--- config.mk ---
export PLATFORM = sky130hd
export DESIGN_NAME = wsp_regs
export DESIGN_NICKNAME = d
export VERILOG_FILES = /design/src/logic/wsp_pkg.sv /design/src/logic/wsp_tick_if.sv /design/src/logic/wsp_regs.sv /design/src/logic/wsp_tick_div.sv
export VERILOG_INCLUDE_DIRS = /design/src /design/src/logic
export SDC_FILE = /design/constraint.sdc
export NUM_CORES = 1
export LEC_CHECK = 0
export BUFFER_PORTS_ARGS = -buffer_cell sky130_fd_sc_hd__buf_2
export CELL_PAD_IN_SITES_DETAIL_PLACEMENT = 0
export CELL_PAD_IN_SITES_GLOBAL_PLACEMENT = 1
export CORE_MARGIN = 2
export CORE_UTILIZATION = 45
export DETAILED_ROUTE_END_ITERATION = 7
export PLACE_DENSITY = 0.92
export SETUP_SLACK_MARGIN = 0.2
export SLEW_MARGIN = 20
export SYNTH_ARGS = -nofsm -noshare
export SYNTH_HDL_FRONTEND = slang
export SYNTH_SLANG_ARGS = --single-unit
--- constraint.sdc ---
create_clock -name i_ref_clk -period 7.5 [get_ports i_ref_clk]
set_clock_uncertainty 0.1 [all_clocks]
set_input_delay 0.75 -clock i_ref_clk [delete_from_list [all_inputs] [get_ports i_ref_clk]]
set_output_delay 0.75 -clock i_ref_clk [all_outputs]
set_load 0.01 [all_outputs]
--- src/logic/wsp_defines.svh ---
// offsets, field positions, reset values and counts of the wake-up and prescaler registers
`ifndef WSP_DEFINES_SVH
`define WSP_DEFINES_SVH

// register page bases in the global address space
`define WSP_BASE_BLK      16'h0200
`define WSP_BASE_NBLK     16'h0300
`define WSP_PAGE_MASK     16'hfff0

// byte offsets within the page
`define WSP_OFF_STATUS_HI 4'h2
`define WSP_OFF_STATUS    4'h3
`define WSP_OFF_PRESC     4'h4
`define WSP_OFF_PRESC_LO  4'h5
`define WSP_OFF_EN_HI     4'h6
`define WSP_OFF_EN_LO     4'h7
`define WSP_OFF_TRIM_HI   4'he
`define WSP_OFF_TRIM_LO   4'hf

// wake source bit positions, shared by the flag and the enable byte; then the lifetime enable bit and the ready bit of the trim word
`define WSP_BIT_AMPHOUR   7
`define WSP_BIT_CURRENT   6
`define WSP_BIT_CALIB     5
`define WSP_BIT_BUS       4
`define WSP_BIT_PIN3      3
`define WSP_BIT_PIN2      2
`define WSP_BIT_PIN1      1
`define WSP_BIT_PIN0      0
`define WSP_BIT_LIFETIME  7
`define WSP_BIT_READY     15

// reset values
`define WSP_FLAGS_RESET   8'h00
`define WSP_EN_RESET      8'h00
`define WSP_PRESC_RESET   16'h7d00
`define WSP_LF_RESET      13'h0200

// fast ticks per slow tick
`define WSP_FAST_PER_SLOW 8

`endif

--- src/logic/wsp_pkg.sv ---
// types shared by the wake-up and prescaler register block
package wsp_pkg;

	typedef logic [7:0] wsp_byte_t;

	typedef enum logic [0:0]
	{
		WSP_RSP_OK  = 1'b0,
		WSP_RSP_ERR = 1'b1
	} wsp_rsp_t;

endpackage

--- src/logic/wsp_tick_if.sv ---
// carrier between the register block and the tick divider
`timescale 1ns/1ps
interface wsp_tick_if;
	logic [15:0] divide;
	logic        restart;
	logic        fast_tick;
	logic        slow_tick;

	modport ctrl
	(
		output divide,
		output restart,
		input  fast_tick,
		input  slow_tick
	);

	modport div
	(
		input  divide,
		input  restart,
		output fast_tick,
		output slow_tick
	);
endinterface

--- src/logic/wsp_regs.sv ---
// wake-up source flags, wake enables, ms prescaler and low-freq divider status registers
`timescale 1ns/1ps
`include "wsp_defines.svh"
module wsp_regs
	import wsp_pkg::*;
#(
	parameter int FAST_PER_SLOW = `WSP_FAST_PER_SLOW
)
(
	input  wire logic        i_ref_clk,
	input  wire logic        i_nrst,
	input  wire logic        i_reg_req,
	input  wire logic        i_reg_write,
	input  wire logic        i_reg_word,
	input  wire logic [15:0] i_reg_addr,
	input  wire logic [15:0] i_reg_wdata,
	output wire logic        o_reg_ack,
	output wire logic        o_reg_err,
	output wire logic [15:0] o_reg_rdata,
	input  wire logic [7:0]  i_wake_src,
	input  wire logic        i_low_power,
	input  wire logic        i_lf_sync_pulse,
	input  wire logic [12:0] i_lf_divider_calc,
	input  wire logic        i_lf_mode_change,
	output wire logic [7:0]  o_wake_enables,
	output wire logic        o_lifetime_wake_enable,
	output wire logic        o_wake_request,
	output wire logic        o_lf_resync,
	output wire logic [15:0] o_ms_divider_value,
	output wire logic        o_fast_tick,
	output wire logic        o_slow_tick
);

	wsp_byte_t   wake_flags;
	wsp_byte_t   wake_en;
	logic        wake_lifetime_overflow_enable;
	logic [15:0] ms_divider_value;
	logic        divider_sync_done;
	logic [12:0] lowfreq_divider_now;
	logic        ack_q;
	wsp_rsp_t    rsp_q;
	logic [15:0] rdata_q;
	logic        wake_req_q;
	logic        resync_q;
	logic        synced_once;
	logic [7:0]  src_s1;
	logic [7:0]  src_s2;
	logic [7:0]  src_s3;
	logic [7:0]  src_lvl;
	logic [7:0]  src_rise;

	// named views of the flag byte
	wire logic wake_amphour_hit_flag = wake_flags[`WSP_BIT_AMPHOUR];
	wire logic wake_pin0_flag        = wake_flags[`WSP_BIT_PIN0];

	// sources are asynchronous levels: three stages, a change counts once stages two and three agree
	genvar gi;
	generate
		for (gi = 0; gi < 8; gi++)
		begin : g_src
			always_ff @(posedge i_ref_clk or negedge i_nrst)
			begin
				if (!i_nrst)
				begin
					src_s1[gi]  <= 1'b0;
					src_s2[gi]  <= 1'b0;
					src_s3[gi]  <= 1'b0;
					src_lvl[gi] <= 1'b0;
				end
				else
				begin
					src_s1[gi] <= i_wake_src[gi];
					src_s2[gi] <= src_s1[gi];
					src_s3[gi] <= src_s2[gi];
					if (src_s2[gi] == src_s3[gi])
						src_lvl[gi] <= src_s3[gi];
				end
			end
			assign src_rise[gi] = (src_s2[gi] == src_s3[gi]) & src_s3[gi] & ~src_lvl[gi];
		end
	endgenerate

	// address decode, both pages alias the same registers
	wire logic       page_hit = ((i_reg_addr & `WSP_PAGE_MASK) == `WSP_BASE_BLK)
		| ((i_reg_addr & `WSP_PAGE_MASK) == `WSP_BASE_NBLK);
	wire logic [3:0] off      = i_reg_addr[3:0];
	wire logic [3:0] off_even = {off[3:1], 1'b0};
	wire logic [3:0] off_odd  = {off[3:1], 1'b1};
	wire logic       acc      = i_reg_req & page_hit;
	// byte access to the prescaler and misaligned word access are refused
	wire logic       bad      = acc & ((~i_reg_word & (off_even == `WSP_OFF_PRESC))
		| (i_reg_word & off[0]));
	wire logic       wr_ok    = acc & i_reg_write & ~bad;
	wire logic       rd_ok    = acc & ~i_reg_write & ~bad;

	wire logic wr_stat   = wr_ok & (off_even == `WSP_OFF_STATUS_HI) & (i_reg_word | off[0]);
	wire logic wr_presc  = wr_ok & (off_even == `WSP_OFF_PRESC) & i_reg_word;
	wire logic wr_en_hi  = wr_ok & (off_even == `WSP_OFF_EN_HI) & (i_reg_word | ~off[0]);
	wire logic wr_en_lo  = wr_ok & (off_even == `WSP_OFF_EN_HI) & (i_reg_word | off[0]);
	// big-endian pairing: even offset is the high byte of a word
	wire wsp_byte_t wd_lo = i_reg_wdata[7:0];
	wire wsp_byte_t wd_hi = i_reg_word ? i_reg_wdata[15:8] : i_reg_wdata[7:0];

	// flag set needs the enable and low power; set beats a same-cycle clear
	wire wsp_byte_t flag_set  = src_rise & wake_en & {8{i_low_power}};
	wire wsp_byte_t flag_clr  = wr_stat ? wd_lo : 8'h00;
	wire wsp_byte_t next_flags = (wake_flags & ~flag_clr) | flag_set;

	// ready drops on a prescaler or mode change, sync pulse wins
	wire logic next_ready = i_lf_sync_pulse
		| (divider_sync_done & ~wr_presc & ~i_lf_mode_change);

	function automatic wsp_byte_t byte_at(input logic [3:0] o);
		case (o)
			`WSP_OFF_STATUS:   byte_at = wake_flags;
			`WSP_OFF_PRESC:    byte_at = ms_divider_value[15:8];
			`WSP_OFF_PRESC_LO: byte_at = ms_divider_value[7:0];
			`WSP_OFF_EN_HI:    byte_at = wake_en;
			`WSP_OFF_EN_LO:    byte_at = {wake_lifetime_overflow_enable, 7'h00};
			`WSP_OFF_TRIM_HI:  byte_at = {divider_sync_done, 2'b00, lowfreq_divider_now[12:8]};
			`WSP_OFF_TRIM_LO:  byte_at = lowfreq_divider_now[7:0];
			default:           byte_at = 8'h00;
		endcase
	endfunction

	wire logic [15:0] next_rdata = !rd_ok ? 16'h0000
		: (i_reg_word ? {byte_at(off_even), byte_at(off_odd)} : {8'h00, byte_at(off)});

	always_ff @(posedge i_ref_clk or negedge i_nrst)
	begin
		if (!i_nrst)
		begin
			wake_flags                    <= `WSP_FLAGS_RESET;
			wake_en                       <= `WSP_EN_RESET;
			wake_lifetime_overflow_enable <= 1'b0;
			ms_divider_value              <= `WSP_PRESC_RESET;
			divider_sync_done             <= 1'b0;
			lowfreq_divider_now           <= `WSP_LF_RESET;
			synced_once                   <= 1'b0;
			ack_q                         <= 1'b0;
			rsp_q                         <= WSP_RSP_OK;
			rdata_q                       <= 16'h0000;
			wake_req_q                    <= 1'b0;
			resync_q                      <= 1'b0;
		end
		else
		begin
			wake_flags        <= next_flags;
			divider_sync_done <= next_ready;
			ack_q             <= acc;
			rsp_q             <= bad ? WSP_RSP_ERR : WSP_RSP_OK;
			rdata_q           <= next_rdata;
			wake_req_q        <= |flag_set;
			resync_q          <= wr_presc | i_lf_mode_change;
			if (wr_en_hi)
				wake_en <= wd_hi;
			if (wr_en_lo)
				wake_lifetime_overflow_enable <= wd_lo[`WSP_BIT_LIFETIME];
			if (wr_presc)
				ms_divider_value <= i_reg_wdata;
			if (i_lf_sync_pulse)
			begin
				lowfreq_divider_now <= i_lf_divider_calc;
				synced_once         <= 1'b1;
			end
		end
	end

	wsp_tick_if tick_bus ();

	assign tick_bus.divide  = ms_divider_value;
	assign tick_bus.restart = wr_presc;

	wsp_tick_div #(
		.FAST_PER_SLOW (FAST_PER_SLOW)
	) u_div (
		.i_ref_clk (i_ref_clk),
		.i_nrst    (i_nrst),
		.bus       (tick_bus)
	);

	assign o_reg_ack              = ack_q;
	assign o_reg_err              = (rsp_q == WSP_RSP_ERR);
	assign o_reg_rdata            = rdata_q;
	assign o_wake_enables         = wake_en;
	assign o_lifetime_wake_enable = wake_lifetime_overflow_enable;
	assign o_wake_request         = wake_req_q;
	assign o_lf_resync            = resync_q;
	assign o_ms_divider_value     = ms_divider_value;
	assign o_fast_tick            = tick_bus.fast_tick;
	assign o_slow_tick            = tick_bus.slow_tick;

	generate
		for (gi = 0; gi < 8; gi++)
		begin : g_chk

		end
	endgenerate
endmodule

--- src/logic/wsp_tick_div.sv ---
// divides the link clock by the ms prescaler into fast and slow tick enables
`timescale 1ns/1ps
`include "wsp_defines.svh"
module wsp_tick_div
	import wsp_pkg::*;
#(
	parameter int FAST_PER_SLOW = `WSP_FAST_PER_SLOW,
	parameter int SW            = (FAST_PER_SLOW > 1) ? $clog2(FAST_PER_SLOW) : 1
)
(
	input  wire logic i_ref_clk,
	input  wire logic i_nrst,
	wsp_tick_if.div   bus
);

	logic [15:0]   cnt;
	logic [SW-1:0] scnt;
	logic          fast_q;
	logic          slow_q;

	// a zero divide acts as one; >= keeps the counter safe when the divide shrinks
	wire logic [15:0] limit = (bus.divide == 16'h0000) ? 16'h0000 : bus.divide - 16'h0001;
	wire logic        wrap  = (cnt >= limit);
	wire logic        swrap = (scnt == SW'(FAST_PER_SLOW - 1));

	always_ff @(posedge i_ref_clk or negedge i_nrst)
	begin
		if (!i_nrst)
		begin
			cnt    <= 16'h0000;
			scnt   <= '0;
			fast_q <= 1'b0;
			slow_q <= 1'b0;
		end
		else if (bus.restart)
		begin
			cnt    <= 16'h0000;
			scnt   <= '0;
			fast_q <= 1'b0;
			slow_q <= 1'b0;
		end
		else
		begin
			cnt    <= wrap ? 16'h0000 : cnt + 16'h0001;
			fast_q <= wrap;
			slow_q <= wrap & swrap;
			if (wrap)
				scnt <= swrap ? '0 : scnt + SW'(1);
		end
	end

	assign bus.fast_tick = fast_q;
	assign bus.slow_tick = slow_q;
endmodule

# Word level (Yosys, flattened, before mapping)
# Cells that the tools add are included.
[classes]
n_eq_ne = 22
div_mod_pow = 0
n_lt_le_gt_ge = 1
muxes = 16
addsub = 3
mul = 0
n_bitwise = 59
reduce_logical = 3
shift = 0
[ops]
columns = ["operator", "n"]
rows = [
  ["16-bit two-way mux", 5],
  ["8-bit one-hot mux with 7 select lines", 1],
  ["1-bit AND", 34],
  ["8-bit one-hot mux with 4 select lines", 1],
  ["8-bit AND", 3],
  ["12-bit by 6-bit == test with 1-bit output, second input constant", 2],
  ["8-bit one-hot mux with 3 select lines", 1],
  ["16-bit by 1-bit adder with 16-bit output, second input constant", 1],
  ["4-bit by 3-bit == test with 1-bit output, second input constant", 4],
  ["16-bit greater-or-equal comparator", 1],
  ["16-bit zero test", 1],
  ["8-bit two-way mux", 2],
  ["16-bit by 1-bit subtractor with 16-bit output, second input constant", 1],
  ["1-bit inverter", 14],
  ["3-bit two-way mux", 3],
  ["1-bit == test", 8],
  ["4-bit == test, second input constant", 2],
  ["8-bit inverter", 1],
  ["8-bit bitwise OR", 1],
  ["8-bit OR reduction", 1],
  ["3-bit by 2-bit == test with 1-bit output, second input constant", 2],
  ["3-bit == test, second input constant", 2],
  ["1-bit bitwise OR", 6],
  ["4-bit by 2-bit == test with 1-bit output, second input constant", 1],
  ["4 further kinds", 6],
]
[word_totals]
wordCells = 151
ramBits = 0
mem_count = 0
latchBits = 0
input_bits = 61
mem_bits_ro = 0
register_bits = 120

# Depth between registers and ports, before layout
[depth]
ltp_word = 12
mapped_depth = 13

# Hierarchy
# A second synthesis with hierarchy kept.
[unflattened]
hier_cells = 543
area_unflattened_um2 = 5945.7
[modules_own_cells]
columns = ["module", "n_inst", "seq_area_each_um2", "area_each_um2", "cells_per_inst"]
rows = [
  ["wsp_regs", 1, 2486.1, 4252.8, 350],
  ["wsp_tick_div", 1, 525.5, 1692.9, 193],
]

# Least setup slack after synthesis
# No wires, ideal clock.
[synth_timing]
path_kind = "register -> register"
start = "register ms_divider_value[7], in the netlist o_ms_divider_value[7]"
end = "register u_div.cnt[10]"
required_time_ps = 7268
t_arrival_ps = 3406
stages_incl_launch_ff = 13
path_buffers = 1
path_slack_ps = 3862
path_cell_list = "dfrtp_1 or4_4 or3_4 or4_4 nor3_2 a21oi_1 ha_1 nand4_1 nor4_1 o21ai_0 nand4_1 clkbuf_1 nor2_1"
[synth_between]
elab_chain_cells = 5
word_cells_on_any_way = 6
cone_classes = "1 x add/sub; 1 x order compare; 3 x mux; 1 x reduce/logical"
[synth_lines]
columns = ["item", "line", "source"]
rows = [
  ["from (decl)", "wsp_regs.sv:37", "logic [15:0] ms_divider_value;"],
  ["from (signal assigned)", "wsp_regs.sv:136", "ms_divider_value <= `WSP_PRESC_RESET;"],
  ["from (signal assigned)", "wsp_regs.sv:160", "ms_divider_value <= i_reg_wdata;"],
  ["16-bit by 1-bit subtractor with 16-bit output or 16-bit zero test (tied branches)", "wsp_tick_div.sv:22", "wire logic [15:0] limit = (bus.divide == 16'h0000) ? 16'h0000 : bus.divide - 16'h0001;"],
  ["16-bit two-way mux (*)", "wsp_tick_div.sv:22", ""],
  ["16-bit greater-or-equal comparator (*)", "wsp_tick_div.sv:23", "wire logic wrap = (cnt >= limit);"],
  ["16-bit two-way mux (*)", "wsp_tick_div.sv:44", "cnt <= wrap ? 16'h0000 : cnt + 16'h0001;"],
  ["16-bit two-way mux (*)", "wsp_tick_div.sv:35", "else if (bus.restart)"],
  ["to (signal assigned)", "wsp_tick_div.sv:44", ""],
  ["to (decl)", "wsp_tick_div.sv:16", "logic [15:0] cnt;"],
]
# Every way passes the cells marked *; elsewhere a longest branch is shown, timed or not.
# A chain may end at the register's enable or synchronous reset.

# Final worst setup path
[layout_timing]
start = "register ms_divider_value[9], in the netlist o_ms_divider_value[9]"
end = "register u_div.cnt[5]"
# The elaborated chain is that of the path after synthesis.

==> results.yml <==
status:
  status: "completed"
synth:
  ys_types: 50
  syn_avg_cell_area_um2: 11.1
  ys_warn_count: 0
  async_reset_ff_share_pct: 100
  synth-seq-cells: 120
  synth.most_common_cell: "dfrtp_1"
  netlist.area_leader.share_pct: 48.4
  synth_top_area_cell: "dfrtp_1"
  synthFlopType: "dfrtp_1"
  syn_inst: 527
  syn-cell-area_um2: 5850
  synth_nets: 617
  synth_edf_count: 0
  synth_common_cells: "dfrtp_1 (113), nand2_1 (56), mux2_2 (43), nor2_1 (43), ha_1 (29)"
  yosys-top-cells-area: "dfrtp_1 (48%), mux2_2 (8.3%), ha_1 (6.2%)"
  synth_seq_area_share_pct: 51.5
finish:
  n_antenna_cell: 0
  synthToLayoutAreaGrowth_pct: 22.0
  drive_gt1_share_pct: 30.0
  seq_area_um2: 3010
  multiInputGateArea_um2: 2730
  n_fill_cell: 1085
  fin_nets: 724
detailed_routing:
  post_drt_wl_per_cell_um: 18.3
  ant_nets: 0
  drt_iter0_markers: 444
  drt_pass1_iterations: 5
  vias_per_cell: 5.62
  dr_total_vias: 4602
  drt-total-wl_um: 15000
  drc_errors: 0
critical_path:
  cp_num_cells: 10
  reg2reg_depth: 10
  cp_max_fo: 16
  worst-r2r-setup-slack_ns: 3.39
  crit_family: "simple AND/OR/NAND/NOR gates"
  crit_path_top_delay_cell: "nand4_1"
  cp_cell_sequence: "or4_4 > nor3_1 > nand3_1 > nand2b_1 > ha_1 > a31oi_1 > nor2b_1 > o21ai_0 > nand4_1 > nor2_1"
  timing.rr.end: "u_div.cnt[5]"
  critPathArrivalTime_ns: 4.33
  start_kind: "register"
  reg2reg_from: "o_ms_divider_value[9]"
  path_buf_inv: 0
  cp-end-kind: "register"
  slowest_delay_ns: 0.66
  worst-setup-path-type: "reg -> reg"
  worstPathRequired_ns: 7.72
placement:
  place_hpwl_um: 11000
  place.gp.congestion: 0.881
  dpl_worst_slack_ns: 3.50
  port_buffers: 106
global_routing:
  grt_max_degree: 84
  grt_pass1_vias: 4666
  grt_use_total_pct: 22.5
  grt_overflow: 0
  grt_pass1_wl_um: 24400
  antenna_found_initial: 0
clock_network:
  worstSkewPairLatency_ns: 0.42
  cts_root_buf: "clkbuf_16"
  path_clk_slew_ns: 0.06
  cts_tree: "done"
  clock_sinks: 120
  htreeDepth: 4
  cts_buffer_depth: 2
  postCtsSetupRepairBufs: 0
  cts_hold_buffers: 0
  cts_buffers: 17
  cts_resized: 0
floorplanning:
  initial_core_util_pct: 46.2
  die_x_um: 118
  rows: 41
  die_area_um2: 13900
  core-area_um2: 12700
  die_h_um: 118
  io_pins: 108
timing:
  min_period_ns: 4.11
  holdWs_ns: 0.208
  maxSlewHeadroom_pct: 29.2
  fmax_mhz: 244
  final-setup-viol-count: 0
  tightest_slew_ns: 1.06
  tns_ns: 0
  finalMaxSlewViolations: 0
  rsz0062_at_grt: "no"
  worst_slack_ns: 3.39
  timing.final.crit_share_pct: 54.8
  finalHoldViolations: 0
pwr:
  vdd_drop_max_v: 0.000122
  p_leak_nw: 3.47
  total_power_mw: 1.83
  p_per_area_nw_per_um2: 257
min_path:
  min_path_type: "in -> async"
flow_run:
  drv_cap: 0
worst max path at each step:
stage,endpoint,startpoint,slack [ns]
floorplan,u_div.cnt[10],o_ms_divider_value[7],3.86
global placement,u_div.cnt[15],o_ms_divider_value[9],3.56
detailed placement,u_div.cnt[9],o_ms_divider_value[9],3.50
CTS,u_div.cnt[5],o_ms_divider_value[9],3.42
global route,u_div.cnt[5],o_ms_divider_value[3],2.99
finish,u_div.cnt[5],o_ms_divider_value[9],3.39
state kept, by name, indices dropped and copies added (netlist names), 3 cells and up:
register	count
o_wake_enables	8
src_s1	8
u_div.cnt	16
src_lvl	8
u_div.scnt	3
o_ms_divider_value	16
lowfreq_divider_now	13
src_s3	8
wake_flags	8
o_reg_rdata	16
src_s2	8
power breakdown:
part / internal, mW / switching, mW / total [mW] / leakage, nW
clock network: 0.532 / 0.293 / 0.825 / 0.284
registers: 0.716 / 0.0778 / 0.794 / 1.49
logic: 0.105 / 0.110 / 0.215 / 1.69
cell usage in the layout, fill, tap and decap left out, types with 4 or more instances in the layout:
cell / netlist / final
xor2_1: 15 / 15
nor4_1: 5 / 5
nor2b_1: 10 / 10
buf_2: 4 / 105
a21oi_1: 15 / 15
mux2_2: 43 / 43
nand4_1: 7 / 7
a22o_1: 11 / 11
a32oi_1: 10 / 10
inv_1: 8 / 8
a221oi_1: 4 / 4
a32o_1: 6 / 6
mux2i_1: 14 / 14
nand3_1: 21 / 21
nor3_1: 9 / 9
and2_1: 13 / 13
clkbuf_16: 0 / 17
nor3b_1: 4 / 4
dfrtp_1: 113 / 113
a31oi_1: 4 / 4
o21ai_0: 14 / 14
nor2_1: 43 / 43
xnor2_1: 7 / 7
nand2b_1: 5 / 5
nand2_1: 56 / 56
ha_1: 29 / 29
a21o_1: 4 / 4
dfstp_2: 7 / 7
layout make-up:
class                           instances  area share, %
Inverter                                8          0.421
Multi-Input combinational cell        379           38.2
Tap cell                              172           3.02
Clock inverter                         11           2.09
Sequential cell                       120           42.2
Timing Repair Buffer                  108           7.73
Clock buffer                           21           6.31
layer usage:
metal / GRT usage (%) / vias up / routed length (um)
li1: - / 2125 / -
met5: 0 / - / 0
met3: 4.41 / 27 / 804
met1: 30.0 / 2267 / 6690
met2: 36.0 / 183 / 7140
met4: 9.56 / 0 / 342
cell families (layout without fill, tap and decap cells):
logic type / after synthesis / in the layout / share of synthesized area [%]
fa+ha+maj: 29 / 29 / 6.20
simple gates: 190 / 190 / 16.4
compound gates: 81 / 81 / 10.0
flops: 120 / 120 / 51.5
mux: 57 / 57 / 10.7
xor+xnor: 22 / 22 / 3.29
buf+inv: 28 / 148 / 1.88
through the flow:
step / instances / cell area (um^2) / utilization [%]
3_3_place_gp: 787 / 6530 / 51.5
3_5_place_dp: 787 / 6530 / 51.5
2_1_floorplan: 527 / 5850 / -
6_report: 819 / 7130 / 56.3
5_1_grt: 819 / 7130 / 56.3
4_1_cts: 819 / 7130 / 56.3
Note: power is estimated with default switching activity, not from simulation.
